File: src/hdl/dcwc_defs.vh
`ifndef DCWC_DEFS_VH
`define DCWC_DEFS_VH

// Status word bit positions
`define DCWC_ST_FWD      0
`define DCWC_ST_REV      1
`define DCWC_ST_DCB      2
`define DCWC_ST_SHUT     3
`define DCWC_ST_BRK      4
`define DCWC_ST_VOK      5
`define DCWC_ST_VLIM     7
`define DCWC_ST_ILIM     8
`define DCWC_ST_ACC      9
`define DCWC_ST_DEC      10
`define DCWC_ST_ALARM    11
`define DCWC_ST_COMM     12
`define DCWC_ST_WRITING  15

// Auto-tuning word
`define DCWC_AT_FWD      8
`define DCWC_AT_REV      9

// Error code sources
`define DCWC_ERR_NONE    4'h0
`define DCWC_ERR_CRC     4'h1
`define DCWC_ERR_PARITY  4'h2
`define DCWC_ERR_FRAME   4'h3
`define DCWC_ERR_FORMAT  4'h4
`define DCWC_ERR_CMD     4'h5
`define DCWC_ERR_LINKPRI 4'h6
`define DCWC_ERR_WRIGHT  4'h7
`define DCWC_ERR_FCODE   4'h8
`define DCWC_ERR_WRDIS   4'h9
`define DCWC_ERR_DATA    4'ha
`define DCWC_ERR_BUSY    4'hb
`define DCWC_ERR_BADFC   4'hc
`define DCWC_ERR_BADADR  4'hd

// Error codes
`define DCWC_CODE_CRC    16'h0047
`define DCWC_CODE_PARITY 16'h0048
`define DCWC_CODE_FRAME  16'h0049
`define DCWC_CODE_PROP0  16'h004a
`define DCWC_CODE_RTU_FC 16'h0001
`define DCWC_CODE_RTU_AD 16'h0002
`define DCWC_CODE_RTU_DA 16'h0003
`define DCWC_CODE_RTU_NK 16'h0007

// Current limit: 655.00 A in 0.01 A steps
`define DCWC_CUR_MAX     16'hffdc
`define DCWC_CUR_KEEP    16'h2710
`define DCWC_CUR_DIGIT   16'h000a

`define DCWC_ASCII_MINUS 8'h2d
`define DCWC_ASCII_SPACE 8'h20

`endif

File: src/hdl/dcwc_codec.v
// Functional notes
// (RL1) Status word 16 bits, zeros at 6,13,14
// (RL2) Bit0 forward, bit1 reverse rotation
// (RL3) Bit2 DC braking, bit3 output shut down
// (RL4) Bit4 braking, zero on small variant
// (RL5) Bit5 one when DC link established
// (RL6) Bits 7-10 vlimit, ilimit, accel, decel
// (RL7) Bit11 alarm, bit12 comm, bit15 writing
// (RL8) Model word: four nibble fields
// (RL9) Current step 0.01A or 0.1A
// (RL10) Small drive rejects current above 655A
// (RL11) Keep four digits, truncate the rest
// (RL12) Codes 71-73, no response sent
// (RL13) Proprietary codes 74 to 81 in order
// (RL14) RTU codes 1, 2, 3
// (RL15) RTU code 7 for refusal
// (RL16) Tuning: bit8 fwd, bit9 rev, low data
// (RL17) Ignore tuning with both directions set
// (RL18) Tuning readback direction bits zero
// (RL19) Frequency unsigned, 0.01Hz units
// (RL20) Sign char minus reverse, space forward
// (RL21) Send upper byte then lower byte
// (RL22) Status sampled in one cycle
`timescale 1ns/1ps
`include "dcwc_defs.vh"

module dcwc_codec #(
  parameter SMALL_VARIANT = 1'b0,
  parameter [3:0] MODEL_TYPE  = 4'h1,
  parameter [3:0] MODEL_GEN   = 4'h1,
  parameter [3:0] MODEL_DEST  = 4'h1,
  parameter [3:0] MODEL_POWER = 4'h1
) (
  input  wire        clk_sys,
  input  wire        rstn,
  input  wire        ce,
  input  wire        turning_forward,
  input  wire        turning_reverse,
  input  wire        dc_braking_active,
  input  wire        output_shut_down,
  input  wire        braking_active,
  input  wire        dc_link_voltage_ok,
  input  wire        voltage_limiting,
  input  wire        current_limiting,
  input  wire        accelerating,
  input  wire        decelerating,
  input  wire        fault_alarm_relay,
  input  wire        comm_control_effective,
  input  wire        fcode_writing,
  input  wire        status_sample,
  input  wire        large_drive,
  input  wire [15:0] cur_wr_data,
  input  wire        cur_wr,
  input  wire        err_valid,
  input  wire [3:0]  err_src,
  input  wire        rtu_mode,
  input  wire [15:0] tune_wr_data,
  input  wire        tune_wr,
  input  wire [15:0] freq_in,
  input  wire        freq_reverse,
  input  wire [15:0] tx_word,
  input  wire        tx_start,
  output reg  [15:0] status_word,
  output reg  [15:0] model_word,
  output reg  [15:0] cur_value,
  output reg         cur_rejected,
  output reg  [15:0] err_code,
  output reg         err_no_response,
  output reg  [7:0]  tune_value,
  output reg         tune_cmd_fwd,
  output reg         tune_cmd_rev,
  output reg         tune_cmd_pulse,
  output reg  [15:0] tune_readback,
  output reg  [15:0] freq_word,
  output reg  [7:0]  freq_sign_char,
  output reg  [7:0]  tx_byte,
  output reg         tx_byte_valid
);

  // Truncate to four significant decimal digits; the drop factor is a power of ten
  function [15:0] trunc4;
    input [15:0] v;
    begin
      if (v >= `DCWC_CUR_KEEP)
        trunc4 = (v / `DCWC_CUR_DIGIT) * `DCWC_CUR_DIGIT; // RL11
      else
        trunc4 = v;
    end
  endfunction

  // Proprietary codes run in source order from the format error upward
  function [15:0] prop_code;
    input [3:0] src;
    begin
      prop_code = `DCWC_CODE_PROP0 + {12'h000, src - `DCWC_ERR_FORMAT}; // RL13
    end
  endfunction

  reg        tx_second;
  reg [7:0]  tx_low;
  wire [15:0] next_status;

  assign next_status = {fcode_writing, 2'b00, comm_control_effective, // RL7 RL1
                        fault_alarm_relay, decelerating, accelerating,
                        current_limiting, voltage_limiting, 1'b0,     // RL6 RL1
                        dc_link_voltage_ok,                           // RL5
                        braking_active & ~SMALL_VARIANT,              // RL4
                        output_shut_down, dc_braking_active,          // RL3
                        turning_reverse, turning_forward};            // RL2

  always @(posedge clk_sys) begin
    if (!rstn) begin
      status_word     <= 16'h0000;
      model_word      <= 16'h0000;
      cur_value       <= 16'h0000;
      cur_rejected    <= 1'b0;
      err_code        <= 16'h0000;
      err_no_response <= 1'b0;
      tune_value      <= 8'h00;
      tune_cmd_fwd    <= 1'b0;
      tune_cmd_rev    <= 1'b0;
      tune_cmd_pulse  <= 1'b0;
      tune_readback   <= 16'h0000;
      freq_word       <= 16'h0000;
      freq_sign_char  <= `DCWC_ASCII_SPACE;
      tx_byte         <= 8'h00;
      tx_byte_valid   <= 1'b0;
      tx_second       <= 1'b0;
      tx_low          <= 8'h00;
    end else if (ce) begin
      model_word <= {MODEL_TYPE, MODEL_GEN, MODEL_DEST, MODEL_POWER}; // RL8
      if (status_sample)
        status_word <= next_status; // RL22
      cur_rejected <= 1'b0;
      if (cur_wr) begin
        // Large drives use 0.1 A steps, so 16 bits never exceed the limit
        if (!large_drive && cur_wr_data > `DCWC_CUR_MAX)
          cur_rejected <= 1'b1; // RL10 RL9
        else
          cur_value <= trunc4(cur_wr_data); // RL11
      end
      if (err_valid) begin
        err_no_response <= 1'b0;
        case (err_src)
          `DCWC_ERR_CRC: begin
            err_code        <= `DCWC_CODE_CRC; // RL12
            err_no_response <= 1'b1;
          end
          `DCWC_ERR_PARITY: begin
            err_code        <= `DCWC_CODE_PARITY; // RL12
            err_no_response <= 1'b1;
          end
          `DCWC_ERR_FRAME: begin
            err_code        <= `DCWC_CODE_FRAME; // RL12
            err_no_response <= 1'b1;
          end
          `DCWC_ERR_FORMAT, `DCWC_ERR_CMD, `DCWC_ERR_DATA, `DCWC_ERR_BUSY: begin
            if (rtu_mode)
              err_code <= `DCWC_CODE_RTU_DA; // RL14
            else
              err_code <= prop_code(err_src); // RL13
          end
          `DCWC_ERR_LINKPRI, `DCWC_ERR_WRIGHT, `DCWC_ERR_WRDIS: begin
            if (rtu_mode)
              err_code <= `DCWC_CODE_RTU_NK; // RL15
            else
              err_code <= prop_code(err_src); // RL13
          end
          `DCWC_ERR_FCODE: begin
            if (rtu_mode)
              err_code <= `DCWC_CODE_RTU_AD; // RL14
            else
              err_code <= prop_code(err_src); // RL13
          end
          `DCWC_ERR_BADFC: err_code <= `DCWC_CODE_RTU_FC; // RL14
          `DCWC_ERR_BADADR: err_code <= `DCWC_CODE_RTU_AD; // RL14
          default: err_code <= err_code;
        endcase
      end
      tune_cmd_pulse <= 1'b0;
      if (tune_wr && !(tune_wr_data[`DCWC_AT_FWD] && tune_wr_data[`DCWC_AT_REV])) begin // RL17
        tune_value     <= tune_wr_data[7:0]; // RL16
        tune_cmd_fwd   <= tune_wr_data[`DCWC_AT_FWD];
        tune_cmd_rev   <= tune_wr_data[`DCWC_AT_REV];
        tune_cmd_pulse <= 1'b1;
        tune_readback  <= {8'h00, tune_wr_data[7:0]}; // RL18
      end
      freq_word      <= freq_in; // RL19
      freq_sign_char <= freq_reverse ? `DCWC_ASCII_MINUS : `DCWC_ASCII_SPACE; // RL20
      // Upper byte goes out first; a new start mid-word restarts the pair
      tx_byte_valid <= 1'b0;
      if (tx_start) begin
        tx_byte       <= tx_word[15:8]; // RL21
        tx_low        <= tx_word[7:0];
        tx_byte_valid <= 1'b1;
        tx_second     <= 1'b1;
      end else if (tx_second) begin
        tx_byte       <= tx_low; // RL21
        tx_byte_valid <= 1'b1;
        tx_second     <= 1'b0;
      end
    end
  end

endmodule // dcwc_codec

File: config.mk
export PLATFORM = sky130hd
export DESIGN_NAME = dcwc_codec
export DESIGN_NICKNAME = d
export VERILOG_FILES = /design/src/hdl/dcwc_codec.v
export VERILOG_INCLUDE_DIRS = /design/src /design/src/hdl
export SDC_FILE = /design/constraint.sdc
export NUM_CORES = 1
export LEC_CHECK = 0
export ABC_AREA = 1
export BUFFER_PORTS_ARGS = -buffer_cell sky130_fd_sc_hd__buf_2
export CAP_MARGIN = 20
export CORE_MARGIN = 4
export CORE_UTILIZATION = 53
export CTS_CLUSTER_SIZE = 25
export DETAILED_ROUTE_END_ITERATION = 6
export PLACE_DENSITY = 0.91
export SETUP_SLACK_MARGIN = 0.5
export SLEW_MARGIN = 20
export SYNTH_ARGS = -nofsm -noshare
export SYNTH_HDL_FRONTEND = slang
export SYNTH_SLANG_ARGS = --single-unit
File: constraint.sdc
create_clock -name clk_sys -period 12.6 [get_ports clk_sys]
set_clock_uncertainty 0.15 [all_clocks]
set_input_delay 1.26 -clock clk_sys [delete_from_list [all_inputs] [get_ports clk_sys]]
set_output_delay 1.26 -clock clk_sys [all_outputs]
set_load 0.01 [all_outputs]
==> metrics.yaml <==
floorplan:
  die_h_um: 109
  initial_core_util_pct: 54.7
  die-area_mm2: 0.0118
  io_pins: 218
  num_rows: 36
  core_area_mm2: 0.00982
  die_x_um: 109
synthesis:
  synth_top_area_cell: "dfxtp_1"
  synth_cell_types: 38
  synth.most_common_cell: "nor2_1"
  netlist_instances: 770
  synth_edf_count: 0
  synth-main-ff-cell: "dfxtp_1"
  synth_common_cells: "nor2_1 (122), o21ai_0 (89), nand2_1 (88)"
  yosys_warnings: 0
  synth_area_leaders: "dfxtp_1 (31%), nor2_1 (8.5%), o21ai_0 (8.3%), buf_4 (7.1%), ha_1 (6.5%)"
  yosys.area.top_type_share_pct: 31.3
  synth_seq_area_share_pct: 31.3
  synth-async-reset-ratio_pct: 0
  postSynthAreaPerCell_um2: 6.98
  synthesis.area_mm2: 0.00537
  ys_seq_elements: 84
finish:
  synthToLayoutAreaGrowth_pct: 16.6
  antenna_cells: 0
  nets: 1036
  layout-drive-gt1-share_pct: 28.6
  fin_cells: 1053
sta:
  final_max_slew_viol_count: 0
  fmax_ghz: 0.127
  relSlewSlack_pct: 54.5
  rsz0062_at_grt: "no"
  worstMarginPinSlew_ns: 0.681
  hold_viol: 0
  min_period_over_period_pct: 62.4
  setup_viol: 0
  fin_tns_setup_ns: 0
  fin_crit_ns: 7.86
placement:
  place_congestion: 0.949
  numPortBuffers: 173
  hpwl_mm: 11.1
  place_inst: 1037
power:
  pwr-share-seq_pct: 21.4
  switchingPower_uw: 705
  vdd_drop_max_mv: 0.190
  p_per_area_mw_per_mm2: 231
  clock_power_share_pct: 12.6
  comb_power_share_pct: 66.0
  p_int_uw: 745
  leakage_uw: 0.00332
  swShare_pct: 48.6
critical_path:
  crit_top_cell: "nand2_2"
  required_ns: 12.72
  critPathSlowestCell: "fa_1"
  path_max_fanout: 6
  critPathTopFamily: "simple AND/OR/NAND/NOR gates"
  reg2reg_slack_ns: 11.24
  critPathLaunchType: "primary input"
  worst-path-buf-inv: 8
  r2r-start: "tx_second$_SDFFE_PN0P_"
  slowest_delay_ns: 0.39
  end_kind: "flip-flop"
  crit_arrival_ns: 7.99
  reg2reg_depth: 4
  r2r-end: "tx_byte[0]$_SDFFE_PN0P_"
  critPathKind: "in2reg"
global_route:
  antenna_found_initial: 0
  met1_usage_pct: 25.1
  overflow: 0
  use_met3_pct: 4.38
  met2_usage_pct: 41.9
  grt_use_total_pct: 22.4
  grt_max_degree: 74
  grt_pass1_wl_mm: 21.5
  grt_pass1_vias: 4768
  busiest_layer: "met2"
clock_tree:
  max-clock-path-buffers: 2
  clk_latency_ns: 0.35
  cts_sinks: 84
  clk_pin_slew_ns: 0.09
  cts_setup_buffers: 0
  cts_root_buf: "clkbuf_8"
  cts_hold_buffers: 0
  cts_buffers: 9
  ctsResizeCount: 0
  cts_tree: "built"
  cts_max_level: 3
min_path:
  worstHoldStart: "tx_low[3]$_SDFFE_PN0P_"
  holdPathStages: 2
  hp-class: "reg2reg"
  holdPathEnd: "tx_low[3]$_SDFFE_PN0P_"
routing:
  viasPerCell: 5.06
  wl_per_cell_um: 13.3
  dr.pass1.iters: 5
  remaining_drc_errors: 0
  routed_wl_mm: 14.0
  first_iter_violations: 292
  vias: 5329
  ant_nets: 0
run:
  cap_violations: 0
status:
  status: "finished clean"
==> tightest hold or removal path: cells and delay by family (launching register included) <==
kind,cells,cell delay (ns)
AO/OA/AOI/OAI,1,0.05
flip-flops,1,0.31
buffers and inverters,1,0.06
==> area by class of cell <==
cell class,instances,area (µm²)
clock buffer,9,124
clock inverter,7,67.6
fill,909,3550
inverter,74,279
multi-input combinational,571,3070
sequential,84,1680
tap,133,166
timing repair buffer,175,881
==> layout by cell type, fill, tap and decap left out, drive strengths merged <==
master and n:
o21ai 95, conb 38, clkinv 3, clkbuf 9, xnor2 2, nor3 6
o211ai 6, dfxtp 84, fa 1, nand4 10, o21bai 1, nand2 129
xor2 2, clkinvlp 3, inv 75, a22oi 2, nand3 54, nand3b 2
a21oi 59, a41oi 1, and2 1, ha 28, o2111ai 2, a211oi 3
a21o 1, nor2 122, a31oi 5, buf 175, nor4 1
==> worst max path at each step <==
stage / start / end / slack, ns / depth (start not counted)
after floorplan: cur_wr_data[13] / cur_value[14]$_SDFFE_PN0P_ / 5.52 / 66
after global placement: cur_wr_data[13] / cur_value[15]$_SDFFE_PN0P_ / 4.69 / 66
after detailed placement: cur_wr_data[13] / cur_value[14]$_SDFFE_PN0P_ / 4.45 / 67
after CTS: cur_wr_data[13] / cur_value[14]$_SDFFE_PN0P_ / 4.81 / 67
after global routing: cur_wr_data[13] / cur_value[14]$_SDFFE_PN0P_ / 3.72 / 67
final: cur_wr_data[13] / cur_value[14]$_SDFFE_PN0P_ / 4.74 / 67
==> cells by family after synthesis <==
kind of cell,after synthesis,share of synthesized area [%]
AND/OR/NAND/NOR,325,29.4
flip-flops,84,31.3
adder cells (fa/ha/maj),29,6.89
XOR/XNOR,4,0.652
buffers and inverters,151,14.2
other,2,0.140
AO/OA/AOI/OAI,175,17.5
==> power groups by stage <==
stage | Sequential [µW] | Combinational (µW) | Clock, µW
finish | 310 | 957 | 183
global route | 313 | 1100 | 195
CTS | 310 | 954 | 186
detailed placement | 316 | 942 | 0
global placement | 315 | 894 | 0
floorplan | 328 | 743 | 0
==> per-layer routing <==
layer	wire length [µm]	share of wire, %
met2	7330	53
met1	5490	39
met4	209	1.5
met3	933	6.7
met5	0	0
==> flip-flops by register name, summed over array words and instances (netlist names), 6 cells and up <==
| signal | flops |
|---|---|
| cur_value | 16 |
| err_code | 6 |
| freq_word | 16 |
| status_word | 13 |
| tune_value | 8 |
| tx_byte | 8 |
| tx_low | 8 |
==> stage by stage <==
stage	total power, µW	utilization [%]	cell area, µm²	worst slack, ns	hold WS (ns)
floorplan	1070	-	5510	5.52	0.280
global placement	1210	61.9	6070	4.69	0.292
detailed placement	1260	61.9	6070	4.45	0.296
CTS	1450	63.8	6270	4.81	0.310
global route	1600	63.8	6270	3.72	0.326
finish	1450	63.8	6270	4.74	0.311
(Power assumes the default switching activity.)
